==> config.mk <==
export PLATFORM = sky130hd
export DESIGN_NAME = srs_status_set
export DESIGN_NICKNAME = d
export VERILOG_FILES = /design/src/common/srs_pkg.sv /design/src/hdl/srs_event_latch.sv /design/src/hdl/srs_status_set.sv
export VERILOG_INCLUDE_DIRS = /design/src /design/src/common
export SDC_FILE = /design/constraint.sdc
export NUM_CORES = 1
export LEC_CHECK = 0
export ABC_AREA = 1
export BUFFER_PORTS_ARGS = -buffer_cell sky130_fd_sc_hd__buf_4
export CAP_MARGIN = 20
export CORE_MARGIN = 2
export CORE_UTILIZATION = 53
export DETAILED_ROUTE_END_ITERATION = 7
export HOLD_SLACK_MARGIN = 0.1
export PLACE_DENSITY = 0.82
export SYNTH_ARGS = -nofsm -noshare
export SYNTH_HDL_FRONTEND = slang
export SYNTH_SLANG_ARGS = --single-unit
==> constraint.sdc <==
create_clock -name clk -period 3.9 [get_ports clk]
set_clock_uncertainty 0.05 [all_clocks]
set_input_delay 0.585 -clock clk [delete_from_list [all_inputs] [get_ports clk]]
set_output_delay 0.585 -clock clk [all_outputs]
set_load 0.02 [all_outputs]
==> src/common/srs_consts.svh <==
// Constants for the status register set: widths, masks and reset values
`ifndef SRS_CONSTS_SVH
`define SRS_CONSTS_SVH

// Ordinary set width and its top-bit mask
`define SRS_ORD_W 16
`define SRS_ORD_MASK 16'h7fff

// Standard event set width
`define SRS_STD_W 8
`define SRS_STD_MASK 8'hff

// Access data width is the widest set
`define SRS_DATA_W 16

// Reset values of the software registers
`define SRS_ORD_PTR_RST 16'h7fff
`define SRS_ORD_NTR_RST 16'h0000
`define SRS_ORD_ENA_RST 16'h0000
`define SRS_STD_PTR_RST 8'hff
`define SRS_STD_NTR_RST 8'h00
`define SRS_STD_ENA_RST 8'h00

// Zero words
`define SRS_ZERO_DATA 16'h0000
`define SRS_ZERO_STD 8'h00

`endif

==> src/common/srs_pkg.sv <==
// Types shared by the status register set files
package srs_pkg;

    // Which register an access names
    typedef enum logic [2:0] {
        SRS_REG_COND,
        SRS_REG_PTR,
        SRS_REG_NTR,
        SRS_REG_EVENT,
        SRS_REG_ENABLE
    } srs_reg_t;

    // Which register set an access names
    typedef enum logic {
        SRS_SET_ORD,
        SRS_SET_STD
    } srs_set_t;

endpackage

==> src/hdl/srs_event_latch.sv <==
// Transition filtering and sticky event latch for one register set
`timescale 1ns/1ns
`default_nettype none

module srs_event_latch #(
    parameter int WIDTH = 16
) (
    input wire logic clk,
    input wire logic reset,
    input wire logic [WIDTH-1:0] condIn,
    input wire logic [WIDTH-1:0] posFilter,
    input wire logic [WIDTH-1:0] negFilter,
    input wire logic clearEvents,
    output logic [WIDTH-1:0] events
);

    logic [WIDTH-1:0] condPrev_q;
    logic [WIDTH-1:0] condPrev_d;
    logic [WIDTH-1:0] event_q;
    logic [WIDTH-1:0] event_d;
    logic [WIDTH-1:0] eventSet;

    genvar i;
    generate
        for (i = 0; i < WIDTH; i++) begin : gBit
            // Edge seen against last clock's copy, filtered the same cycle
            assign eventSet[i] = (condIn[i] & ~condPrev_q[i] & posFilter[i])
                               | (~condIn[i] & condPrev_q[i] & negFilter[i]);
        end
    endgenerate

    always_comb begin
        condPrev_d = condIn;
        // Set wins over clear so an edge in the clearing cycle survives
        if (clearEvents) begin
            event_d = eventSet;
        end else begin
            event_d = event_q | eventSet;
        end
    end

    always_ff @(posedge clk or posedge reset) begin
        if (reset) begin
            condPrev_q <= '0;
            event_q <= '0;
        end else begin
            condPrev_q <= condPrev_d;
            event_q <= event_d;
        end
    end

    assign events = event_q;

endmodule

`default_nettype wire

==> src/hdl/srs_status_set.sv <==
// Status register set: one ordinary 16-bit set and the 8-bit standard event set
//
// Summary of operation
// Ordinary set is sixteen bits; bit 15 always reads zero.
// Standard event set is eight bits wide.
// Condition bits are never latched; they follow live conditions.
// Condition bit is one while condition true, zero once false.
// Condition register readable; writes to it are ignored.
// Rising condition edge sets event bit only if positive filter set.
// Falling condition edge sets event bit only if negative filter set.
// Both filters set: either edge direction sets the event bit.
// Positive and negative filter registers are readable and writable.
// Event bit stays set until its event register is cleared.
// Reading an event register returns it and clears it.
// Clear-status command clears every event register at once.
// Event registers cannot be written by software.
// Summary is OR of enabled event bits.
// Enable registers are readable and writable.
// Edges found against previous-clock copy; events set that same cycle.
`timescale 1ns/1ns
`default_nettype none

`include "srs_consts.svh"

module srs_status_set
    import srs_pkg::*;
(
    input wire logic clk,
    input wire logic reset,
    input wire logic [`SRS_ORD_W-1:0] ordCond,
    input wire logic [`SRS_STD_W-1:0] stdCond,
    input wire logic clearStatus,
    input wire logic accValid,
    input wire logic accWrite,
    input wire srs_set_t accSet,
    input wire srs_reg_t accReg,
    input wire logic [`SRS_DATA_W-1:0] accWData,
    output logic [`SRS_DATA_W-1:0] accRData,
    output logic accRValid,
    output logic ordSummary,
    output logic stdSummary
);

    // Decodes one access; shared by every register strobe
    function automatic logic hit(
        input logic valid,
        input logic write,
        input logic wantWrite,
        input srs_set_t set,
        input srs_set_t wantSet,
        input srs_reg_t regSel,
        input srs_reg_t wantReg
    );
        hit = valid && (write == wantWrite) && (set == wantSet) && (regSel == wantReg);
    endfunction

    logic [`SRS_ORD_W-1:0] ordCondLive;
    logic [`SRS_STD_W-1:0] stdCondLive;
    logic [`SRS_ORD_W-1:0] ordEvents;
    logic [`SRS_STD_W-1:0] stdEvents;
    logic ordEventRead;
    logic stdEventRead;

    // Software registers
    logic [`SRS_ORD_W-1:0] ordPtr_q;
    logic [`SRS_ORD_W-1:0] ordPtr_d;
    logic [`SRS_ORD_W-1:0] ordNtr_q;
    logic [`SRS_ORD_W-1:0] ordNtr_d;
    logic [`SRS_ORD_W-1:0] ordEna_q;
    logic [`SRS_ORD_W-1:0] ordEna_d;
    logic [`SRS_STD_W-1:0] stdPtr_q;
    logic [`SRS_STD_W-1:0] stdPtr_d;
    logic [`SRS_STD_W-1:0] stdNtr_q;
    logic [`SRS_STD_W-1:0] stdNtr_d;
    logic [`SRS_STD_W-1:0] stdEna_q;
    logic [`SRS_STD_W-1:0] stdEna_d;

    // Read port and summaries
    logic [`SRS_DATA_W-1:0] rData_q;
    logic [`SRS_DATA_W-1:0] rData_d;
    logic rValid_q;
    logic rValid_d;
    logic ordSum_q;
    logic ordSum_d;
    logic stdSum_q;
    logic stdSum_d;

    // Bit 15 of the wide set is never a live condition
    assign ordCondLive = ordCond & `SRS_ORD_MASK;
    assign stdCondLive = stdCond;

    // Read-to-clear strobes; reads of other registers leave events alone
    assign ordEventRead = hit(accValid, accWrite, 1'b0, accSet, SRS_SET_ORD,
                              accReg, SRS_REG_EVENT);
    assign stdEventRead = hit(accValid, accWrite, 1'b0, accSet, SRS_SET_STD,
                              accReg, SRS_REG_EVENT);

    srs_event_latch #(
        .WIDTH(`SRS_ORD_W)
    ) uOrdLatch (
        .clk(clk),
        .reset(reset),
        .condIn(ordCondLive),
        .posFilter(ordPtr_q),
        .negFilter(ordNtr_q),
        .clearEvents(ordEventRead | clearStatus),
        .events(ordEvents)
    );

    srs_event_latch #(
        .WIDTH(`SRS_STD_W)
    ) uStdLatch (
        .clk(clk),
        .reset(reset),
        .condIn(stdCondLive),
        .posFilter(stdPtr_q),
        .negFilter(stdNtr_q),
        .clearEvents(stdEventRead | clearStatus),
        .events(stdEvents)
    );

    // Software-writable registers; condition and event writes have no target
    always_comb begin
        ordPtr_d = ordPtr_q;
        ordNtr_d = ordNtr_q;
        ordEna_d = ordEna_q;
        stdPtr_d = stdPtr_q;
        stdNtr_d = stdNtr_q;
        stdEna_d = stdEna_q;
        if (hit(accValid, accWrite, 1'b1, accSet, SRS_SET_ORD, accReg, SRS_REG_PTR)) begin
            ordPtr_d = accWData & `SRS_ORD_MASK;
        end
        if (hit(accValid, accWrite, 1'b1, accSet, SRS_SET_ORD, accReg, SRS_REG_NTR)) begin
            ordNtr_d = accWData & `SRS_ORD_MASK;
        end
        if (hit(accValid, accWrite, 1'b1, accSet, SRS_SET_ORD, accReg, SRS_REG_ENABLE)) begin
            ordEna_d = accWData & `SRS_ORD_MASK;
        end
        if (hit(accValid, accWrite, 1'b1, accSet, SRS_SET_STD, accReg, SRS_REG_PTR)) begin
            stdPtr_d = accWData[`SRS_STD_W-1:0];
        end
        if (hit(accValid, accWrite, 1'b1, accSet, SRS_SET_STD, accReg, SRS_REG_NTR)) begin
            stdNtr_d = accWData[`SRS_STD_W-1:0];
        end
        if (hit(accValid, accWrite, 1'b1, accSet, SRS_SET_STD, accReg, SRS_REG_ENABLE)) begin
            stdEna_d = accWData[`SRS_STD_W-1:0];
        end
    end

    always_ff @(posedge clk or posedge reset) begin
        if (reset) begin
            ordPtr_q <= `SRS_ORD_PTR_RST;
            ordNtr_q <= `SRS_ORD_NTR_RST;
            ordEna_q <= `SRS_ORD_ENA_RST;
            stdPtr_q <= `SRS_STD_PTR_RST;
            stdNtr_q <= `SRS_STD_NTR_RST;
            stdEna_q <= `SRS_STD_ENA_RST;
        end else begin
            ordPtr_q <= ordPtr_d;
            ordNtr_q <= ordNtr_d;
            ordEna_q <= ordEna_d;
            stdPtr_q <= stdPtr_d;
            stdNtr_q <= stdNtr_d;
            stdEna_q <= stdEna_d;
        end
    end

    // Read mux; data held until the next read, narrow set zero-extended
    always_comb begin
        rData_d = rData_q;
        rValid_d = accValid && !accWrite;
        if (accValid && !accWrite) begin
            rData_d = `SRS_ZERO_DATA;
            if (accSet == SRS_SET_ORD) begin
                case (accReg)
                    SRS_REG_COND: begin
                        rData_d = ordCondLive;
                    end
                    SRS_REG_PTR: begin
                        rData_d = ordPtr_q;
                    end
                    SRS_REG_NTR: begin
                        rData_d = ordNtr_q;
                    end
                    SRS_REG_EVENT: begin
                        rData_d = ordEvents;
                    end
                    SRS_REG_ENABLE: begin
                        rData_d = ordEna_q;
                    end
                    default: begin
                        rData_d = `SRS_ZERO_DATA;
                    end
                endcase
                rData_d = rData_d & `SRS_ORD_MASK;
            end else begin
                case (accReg)
                    SRS_REG_COND: begin
                        rData_d = {`SRS_ZERO_STD, stdCondLive};
                    end
                    SRS_REG_PTR: begin
                        rData_d = {`SRS_ZERO_STD, stdPtr_q};
                    end
                    SRS_REG_NTR: begin
                        rData_d = {`SRS_ZERO_STD, stdNtr_q};
                    end
                    SRS_REG_EVENT: begin
                        rData_d = {`SRS_ZERO_STD, stdEvents};
                    end
                    SRS_REG_ENABLE: begin
                        rData_d = {`SRS_ZERO_STD, stdEna_q};
                    end
                    default: begin
                        rData_d = `SRS_ZERO_DATA;
                    end
                endcase
            end
        end
    end

    // Summaries registered from registered events: one clock behind, glitch free
    always_comb begin
        ordSum_d = |(ordEvents & ordEna_q);
        stdSum_d = |(stdEvents & stdEna_q);
    end

    always_ff @(posedge clk or posedge reset) begin
        if (reset) begin
            rData_q <= `SRS_ZERO_DATA;
            rValid_q <= 1'b0;
            ordSum_q <= 1'b0;
            stdSum_q <= 1'b0;
        end else begin
            rData_q <= rData_d;
            rValid_q <= rValid_d;
            ordSum_q <= ordSum_d;
            stdSum_q <= stdSum_d;
        end
    end

    assign accRData = rData_q;
    assign accRValid = rValid_q;
    assign ordSummary = ordSum_q;
    assign stdSummary = stdSum_q;

endmodule

`default_nettype wire

Word-level counts from Yosys, hierarchy flattened. Cells that the tools add are included.

Bits in registers: 135. Word-level logic and storage cells: 211. Output and inout port bits: 19.

Equal/unequal tests: 4. Reductions and logical operators: 19. Muxes and demuxes: 5. Bitwise logic cells: 169.

Operator list (count): $and 1x1->1 (92); $pmux 15 s5 (1); $not 1->1 (48); $pmux 8 s5 (1); $or 1x1->1 (25); $and 16x15->16 (1); $mux 16 (1); $or 16x15->16 (1); $reduce_or 16->1 (1); $logic_and 1x1->1 (15); $mux 15 (1); $and 8x8->8 (1); $mux 8 (1); $or 8x8->8 (1); $reduce_or 8->1 (1); $eq 3x2->1 const B (2); $eq 3x1->1 const B (1); $eq 3x3->1 const B (1); $logic_not 3->1 (1); $logic_not 1->1 (1).

Depth between registers and ports, before layout. Gate-level depths: netlist of the first run.

Word-level depth: 6. Depth in mapped cells: 11. Depth with buffers taken out: 9.

Hierarchy. A second synthesis of the first run with hierarchy kept.

Cells, all modules: 802. Area total of the unflattened synthesis: 6471.2 um^2.

Modules (own cells, without submodules): srs_status_set (cells each 605, area an instance 4610.7 um^2, instances 1, sequential area each 2205.9 um^2); srs_event_latch at uOrdLatch (cells each 131, area an instance 1242.4 um^2, instances 1, sequential area each 800.8 um^2); srs_event_latch at uStdLatch (cells each 66, area an instance 618.1 um^2, instances 1, sequential area each 400.4 um^2).

Worst setup path before layout of the first run. OpenSTA, ideal clock, no wires.

Path type: input-to-reg. From: input accReg[0]. To: register stdEna_q[7]. Arrival time: 1.475 ns. Setup time: 0.123 ns. Buffers on the path: 2. Cell stages on the path: 8. Setup slack: 2.252 ns. Required time: 3.727 ns. Path through: buf_4 > inv_4 > nand2_1 > nor2_4 > nand2_1 > buf_2 > nand2_1 > o21ai_1.

Cells in the longest elaborated chain, start to end: 2.

RTL lines: start: declaration (RTL line srs_status_set.sv:36) `input wire srs_reg_t accReg,`; $eq 3x3->1 (RTL line srs_status_set.sv:54) `hit = valid && (write == wantWrite) && (set == wantSet) && (regSel == wantReg);`; $logic_and 1x1->1 (RTL line srs_status_set.sv:54); end signal: assignment (RTL line srs_status_set.sv:157) `` stdEna_q <= `SRS_STD_ENA_RST; ``; end signal: assignment (RTL line srs_status_set.sv:164) `stdEna_q <= stdEna_d;`; end: declaration (RTL line srs_status_set.sv:75) `` logic [`SRS_STD_W-1:0] stdEna_q; ``.

No other way between the ends. A chain may end at the register's enable or synchronous reset.

Final worst setup path of the first run.
From: input accReg[2]. To: register ordPtr_q[8].

Cells in the longest elaborated chain, start to end: 2.

RTL lines: $eq 3x1->1 (RTL line srs_status_set.sv:54); $logic_and 1x1->1 (RTL line srs_status_set.sv:54); end signal: assignment (RTL line srs_status_set.sv:152) `` ordPtr_q <= `SRS_ORD_PTR_RST; ``; end signal: assignment (RTL line srs_status_set.sv:159) `ordPtr_q <= ordPtr_d;`; end: declaration (RTL line srs_status_set.sv:65) `` logic [`SRS_ORD_W-1:0] ordPtr_q; ``.

No other way between the ends.

==> metrics.txt, run 1 <==
result of the run=finished, final reports clean; post-layout net count=837; required time reported for the critical path endpoint=4.16 ns; smallest hold slack=0.2380 ns; number of flops mapped to enable cells by yosys=0; reg-to-reg setup timing slack=2.69 ns; nature of the critical path endpoint=register; hold violation total from the final report=0; startpoint kind of the worst setup timing path=input port; maximum number of pins on one net before global-route repair=86; global placement routability congestion=0.8468; commonest cells in the netlist=222 x sky130_fd_sc_hd__nand2_1, 110 x sky130_fd_sc_hd__dfrtp_1, 72 x sky130_fd_sc_hd__nand3_1; Setup violations, final=0; Post-CTS Resized=0; fraction of final layout cells with drive strength greater than 1=0.1748; residual overflow from global routing=0; highest clock frequency the design can meet=377.5 MHz; HP Start=stdCond[0]; die boundary width=112 um; Cells after Synth=735; total via count after detailed routing=5,742; most repeated cell in the gate-level netlist after synthesis=sky130_fd_sc_hd__nand2_1; number of buffers created by CTS=17; synthesis-to-finish area growth=19.92%; crit path launch=accReg[2]; share of flip-flops with an asynchronous set or reset=1.000; mean instance size in the synthesized netlist=8.411 um2; standard-cell row count=39; Power Density=557.0 mW/mm2; Post-CTS Repair Setup Buffers=0; delay contributed by the slowest stage of the critical path=0.68 ns; Wirelength per Cell=18.46 um; headroom to the max-slew limit=0.2708; Fin Setup TNS=0 ns; Remaining DRCs=0; I/O pin cnt=68; maximum net fanout on the critical path=30; part of the cycle the worst path needs=0.6792; vias in the first global route=5,840; initial core utilization=0.5414; Data arrival, critical path=2.91 ns; hold path cells=1; final count of pins violating max slew=0; first-pass GRT wire length=28,710 um; Core ar.=0.01142 mm2; Critical-path top delay cell=sky130_fd_sc_hd__nand2_1; Area contributors post-synth=sky130_fd_sc_hd__dfrtp_1 45%, sky130_fd_sc_hd__nand2_1 13%, sky130_fd_sc_hd__dfstp_2 9.8%; critical path class=in -> reg; Synthesized Nets=784; total number of cells along the worst setup path=7; type of the most critical hold path=in -> reg; share of Yosys cell area claimed by the top area cell type=0.4453; Synth Register Bits=133; unrepaired setup endpoints after global routing=no; routed vias/inst=6.083; Post-DP HPWL=10,460 um; TritonCTS clock tree=done; number of antenna violations at the first check in global routing=0; Chip Height=112 um; sequential share of the synthesized area=0.5430; maximum vdd ir drop=0.3737 mV; htree depth=4; Yosys warnings=0; top_reg_cell synth=sky130_fd_sc_hd__dfrtp_1; number of different library cells in the post-synthesis netlist=29; Clock Tree Root=sky130_fd_sc_hd__clkbuf_16; number of antenna repair diodes=0; number of input and output port buffers inserted=64; overall die area=0.01254 mm2; startpoint of the lowest-slack register-to-register path=uStdLatch.events[2]; crit path cell chain=buf_4 > inv_2 > nand3_2 > buf_4 > inv_2 > nand2_1 > o21ai_0; number of max-cap violations=0; largest buffer count on any clock path=2; number of design-rule violations left by the first detailed-router iteration=806; Reg2Reg Depth=4; Critical path buffers and inverters=4; global-route total usage across every layer=0.2912; post-detailed-route count of antenna-violating nets=0; worst setup slack after placement=0.9275 ns; Leakage Power=3.513 nW; number of sinks on the clock net=133; clock transition time at the flip-flop clock pins of the worst setup and hold paths=0.05 ns; Post-CTS Hold Buffers=1; clock latency on the worst-skew pair=0.43 ns; minimum clock period=2.649 ns; drt first pass iters=7; final WL=17,430 um; worst-margin pin slew=1.091 ns; post-synth top area cell=sky130_fd_sc_hd__dfrtp_1; Syn Std Cell Area=0.006182 mm2; number of fill cells in the layout=905; worst setup margin=1.251 ns; crit-path leading delay family=buffers and inverters
power breakdown:
group	internal [mW]	switching, mW
sequential	1.63	0.167
combinational	0.214	0.324
clock	1.21	0.580
total	3.06	1.07
final cells by class:
cell class                 instances  area [um2]  share of cell area
timing repair buffer              72       555.5             0.07494
multi-input combinational        506        2430              0.3278
inverter                          58       224.0             0.03021
clock inverter                     9       170.2             0.02295
clock buffer                      23       498.0             0.06717
tap                              143       178.9             0.02414
sequential                       133        3357              0.4528
cell usage in the layout (no fill, tap or decap):
| master | instances |
|---|---|
| sky130_fd_sc_hd__clkinvlp_4 | 1 |
| sky130_fd_sc_hd__o21ai_0 | 62 |
| sky130_fd_sc_hd__nor2_4 | 2 |
| sky130_fd_sc_hd__buf_12 | 1 |
| sky130_fd_sc_hd__a31oi_1 | 1 |
| sky130_fd_sc_hd__nor3_1 | 2 |
| sky130_fd_sc_hd__clkbuf_1 | 1 |
| sky130_fd_sc_hd__a21oi_1 | 1 |
| sky130_fd_sc_hd__inv_1 | 51 |
| sky130_fd_sc_hd__nor2_1 | 23 |
| sky130_fd_sc_hd__o21ai_1 | 29 |
| sky130_fd_sc_hd__o31ai_1 | 2 |
| sky130_fd_sc_hd__clkbuf_16 | 17 |
| sky130_fd_sc_hd__a221oi_1 | 1 |
| sky130_fd_sc_hd__clkbuf_8 | 5 |
| sky130_fd_sc_hd__nand3_1 | 72 |
| sky130_fd_sc_hd__o211ai_1 | 20 |
| sky130_fd_sc_hd__inv_2 | 5 |
| sky130_fd_sc_hd__dfrtp_1 | 110 |
| sky130_fd_sc_hd__o22ai_1 | 1 |
| sky130_fd_sc_hd__bufinv_16 | 5 |
| sky130_fd_sc_hd__clkinv_2 | 4 |
| sky130_fd_sc_hd__nand3_2 | 2 |
| sky130_fd_sc_hd__nor3_2 | 4 |
| sky130_fd_sc_hd__dfstp_2 | 23 |
| sky130_fd_sc_hd__dlygate4sd3_1 | 1 |
| sky130_fd_sc_hd__a211oi_1 | 1 |
| sky130_fd_sc_hd__o21bai_1 | 2 |
| sky130_fd_sc_hd__inv_4 | 1 |
| sky130_fd_sc_hd__nand2_1 | 222 |
| sky130_fd_sc_hd__buf_4 | 70 |
| sky130_fd_sc_hd__nand4_1 | 41 |
| sky130_fd_sc_hd__conb_1 | 1 |
| sky130_fd_sc_hd__nand3b_1 | 17 |
cells by family (layout without fill, tap and decap cells):
family / count (synthesis) / count (layout) / synth area share
DFF: 133 / 133 / 0.5430
and+or+nand+nor: 385 / 385 / 0.2842
buffers and inverters: 96 / 162 / 0.06396
other: 1 / 1 / 0.0006066
AOI/OAI and AO/OA: 120 / 120 / 0.1083
sequential cells by signal, summed over array words and instances, names as in the netlist:
register	flops
ordPtr_q	15
uStdLatch.condPrev_q	8
stdEna_q	8
uOrdLatch.condPrev_q	15
stdNtr_q	8
accRValid	1
ordNtr_q	15
ordSummary	1
stdPtr_q	8
stdSummary	1
uOrdLatch.events	15
ordEna_q	15
uStdLatch.events	8
accRData	15
worst paths after layout:
kind                                       endpoint
max                                     ordPtr_q[8]
min                         uStdLatch.condPrev_q[0]
max reg2reg                             accRData[2]
min reg2reg                     uStdLatch.events[4]
max in group asynchronous               stdNtr_q[0]
min in group asynchronous  uOrdLatch.condPrev_q[13]
layer usage:
metal | vias up | wire length, um | track usage
li1 | 2575 | - | -
met2 | 363 | 8390 | 0.4509
met5 | - | 0 | 0
met1 | 2732 | 6580 | 0.3736
met3 | 72 | 1674 | 0.07295
met4 | 0 | 781 | 0.1715
metrics by stage:
step                power, mW  utilization  instances  cell area [um2]
global placement        2.296       0.5899        911             6735
detailed placement      2.332       0.5899        911             6735
floorplan               2.118            -        735             6186
finish                  4.129       0.6492        944             7413
global route            4.280       0.6492        944             7413
CTS                     4.123       0.6492        944             7413
No activity file was read; power rests on OpenSTA's default activity.
==> run 2: changes to the inputs <==
- ABC_AREA: 1 -> 0
- clock period: 3.9 -> 2.3 ns (I/O delays scaled with it)
==> run 2 against run 1 <==
  * Combinational power up 100%
  * Critical path type unchanged
  * Setup slack worse by 0.71 ns
  * Cell count down 23%
  * Register-to-register slack worse by 1.8 ns
  * First-iteration DRC count down 44%
  * Core utilization rose by 2.3 points
  * Critical path depth decreased by 3
  * Via count is 20% lower
  * Total power grew 75%
==> metrics.txt, run 2 <==
number of standard cells in the layout, taps in and fillers out=726 (-23%); number of design-rule violations left by the first detailed-router iteration=449 (-44%); most frequent cells in the layout=110 x sky130_fd_sc_hd__dfrtp_1, 80 x sky130_fd_sc_hd__buf_4, 79 x sky130_fd_sc_hd__mux2_2; total via count after detailed routing=4,588 (-20%); post-detailed-route count of antenna-violating nets=0 (unchanged); drt first pass iters=5 (-2); PnR Total Power=7.211 mW (+75%); type of the most critical hold path=in -> async; TritonCTS clock tree=done; Area contributors post-synth=sky130_fd_sc_hd__dfrtp_1 45%, sky130_fd_sc_hd__mux2_2 14%, sky130_fd_sc_hd__dfstp_2 9.8%; Post-DP HPWL=9849 um (-5.8%); part of the cycle the worst path needs=0.7642; maximum vdd ir drop=0.5246 mV (+40%); worst-margin pin slew=1.137 ns (+0.04618 ns); number of input and output port buffers inserted=64 (unchanged); clock latency on the worst-skew pair=0.41 ns (-0.02 ns); initial core utilization=0.5402 (-0.001198); routed vias/inst=6.320 (+3.9%); Synthesized Nets=522 (-33%); residual overflow from global routing=0 (unchanged); Final Cell Area=0.007649 mm2 (+3.2%); vias in the first global route=4,780 (-18%); number of antenna violations at the first check in global routing=0 (unchanged); minimum clock period=1.758 ns; number of buffers created by CTS=17 (unchanged); placed instance count=671 (-26%); final count of pins violating max slew=0 (unchanged); Power Density=942.7 mW/mm2 (+69%); commonest cells in the netlist=110 x sky130_fd_sc_hd__dfrtp_1, 79 x sky130_fd_sc_hd__mux2_2, 54 x sky130_fd_sc_hd__nand2_1; final WL=15,790 um (-9.4%); maximum number of pins on one net before global-route repair=134 (+56%); top_reg_cell synth=sky130_fd_sc_hd__dfrtp_1; startpoint kind of the worst setup timing path=input port; delay contributed by the slowest stage of the critical path=0.62 ns (-0.06 ns); number of different library cells in the post-synthesis netlist=47 (+62%); required time reported for the critical path endpoint=2.59 ns (-1.57 ns); hold violation total from the final report=0 (unchanged); die boundary width=111.7 um (-0.31%); Wirelength per Cell=21.75 um (+18%); most repeated cell in the gate-level netlist after synthesis=sky130_fd_sc_hd__dfrtp_1; reg-to-reg setup timing slack=0.89 ns (-1.80 ns); unrepaired setup endpoints after global routing=no; number of max-cap violations=0 (unchanged); result of the run=finished, final reports clean; Critical-path top delay cell=sky130_fd_sc_hd__nand4_2; share of flip-flops with an asynchronous set or reset=1.000 (unchanged); global placement routability congestion=0.7904 (-6.7%); Syn Std Cell Area=0.006142 mm2 (-0.65%); worst setup slack after placement=0.1950 ns (-0.7325 ns); sequential share of the synthesized area=0.5465 (+0.003540); fraction of final layout cells with drive strength greater than 1=0.3945 (+0.2197); Setup violations, final=0 (unchanged); crit path cell chain=buf_4 > nor2b_2 > nand4_2 > mux2_2; share of Yosys cell area claimed by the top area cell type=0.4482 (+0.002902); global-route total usage across every layer=0.2633 (-0.02791); mean instance size in the synthesized netlist=12.99 um2 (+54%); worst setup margin=0.5424 ns (-0.7088 ns); clock transition time at the flip-flop clock pins of the worst setup and hold paths=0.06 ns (about the same); synthesis-to-finish area growth=24.53%; number of fill cells in the layout=778 (-14%); Reg2Reg Depth=4 (unchanged); smallest hold slack=0.03529 ns (-0.2027 ns); post-synth top area cell=sky130_fd_sc_hd__dfrtp_1; nature of the critical path endpoint=register; Chip Height=111.7 um (-0.31%); I/O pin cnt=68 (unchanged); headroom to the max-slew limit=0.2394 (-0.03143); post-layout net count=619 (-26%); standard cell area after detailed placement=0.006758 mm2 (+0.33%); Core ar.=0.01137 mm2 (-0.43%); first-pass GRT wire length=25,470 um (-11%); number of antenna repair diodes=0 (unchanged); highest clock frequency the design can meet=569.0 MHz; number of sinks on the clock net=133 (unchanged); Data arrival, critical path=2.05 ns (-0.86 ns); final core occ=0.6727 (+0.02347); Remaining DRCs=0 (unchanged); Leakage Power=3.336 nW (-5.0%); Fin Setup TNS=0 ns (unchanged); Clock Tree Root=sky130_fd_sc_hd__clkbuf_16; number of flops mapped to enable cells by yosys=0 (unchanged); htree depth=4 (unchanged); Synth Register Bits=133 (unchanged); maximum net fanout on the critical path=15 (-50%); Cells after Synth=473 (-36%); overall die area=0.01247 mm2 (-0.62%); critical path class=in -> reg; commonest non-fill, non-tap cell in the layout=sky130_fd_sc_hd__dfrtp_1; standard-cell row count=39 (unchanged); largest buffer count on any clock path=2 (unchanged); Yosys warnings=0 (unchanged)
[run 2: kinds of logic (layout without fill, tap and decap cells)]
family / after synthesis / count (layout) / synth area share
other: 1 / 1 / 0.0006105
flip-flops: 133 / 133 / 0.5465
AND/OR/NAND/NOR: 118 / 118 / 0.1129
buffers and inverters: 30 / 140 / 0.03300
AO/OA/AOI/OAI: 99 / 99 / 0.1287
multiplexers: 92 / 92 / 0.1782
[run 2: routing by layer]
metal  part of all wire  up-vias  global-route usage
met1               0.42     2373              0.3439
met4              0.031        0              0.1267
li1                   -     1990                   -
met5                  0        -                   0
met3              0.054       40             0.06097
met2               0.50      185              0.4186
[run 2: report_power, final]
group | switching [mW] | internal (mW)
Clock | 0.978 | 2.03
Sequential | 0.320 | 2.79
Combinational | 0.514 | 0.576
Total | 1.81 | 5.40
[run 2: worst max-delay path, delay by kind of cell]
family,cells,cell delay [ns]
mux,1,0.51
buf+inv,1,0.22
simple gates,2,0.96
[run 2: timing repair]
item / 4_1_cts / 5_1_grt
resized for setup: 0 / 0
setup endpoints to repair: 0 / 0
hold endpoints to repair: 23 / 0
buffers inserted: 0 / 0
hold buffers: 23 / 0
[run 2: final timing paths]
kind | startpoint | endpoint
max | accReg[0] | ordPtr_q[14]
min | reset | ordNtr_q[13]
max reg2reg | uStdLatch.events[6] | accRData[6]
min reg2reg | uOrdLatch.condPrev_q[10] | uOrdLatch.events[10]
max in group asynchronous | reset | uOrdLatch.events[2]
min in group clk | accWData[12] | ordPtr_q[12]
[run 2: cell type report]
type / instances / area [um2] / area share
well taps: 143 / 178.9 / 0.02339
flip-flops and latches: 133 / 3357 / 0.4389
inverters: 4 / 18.77 / 0.002454
clock inverters: 9 / 172.7 / 0.02257
repair buffers: 104 / 850.8 / 0.1112
multi-input cells: 310 / 2582 / 0.3376
clock buffers: 23 / 488.0 / 0.06380
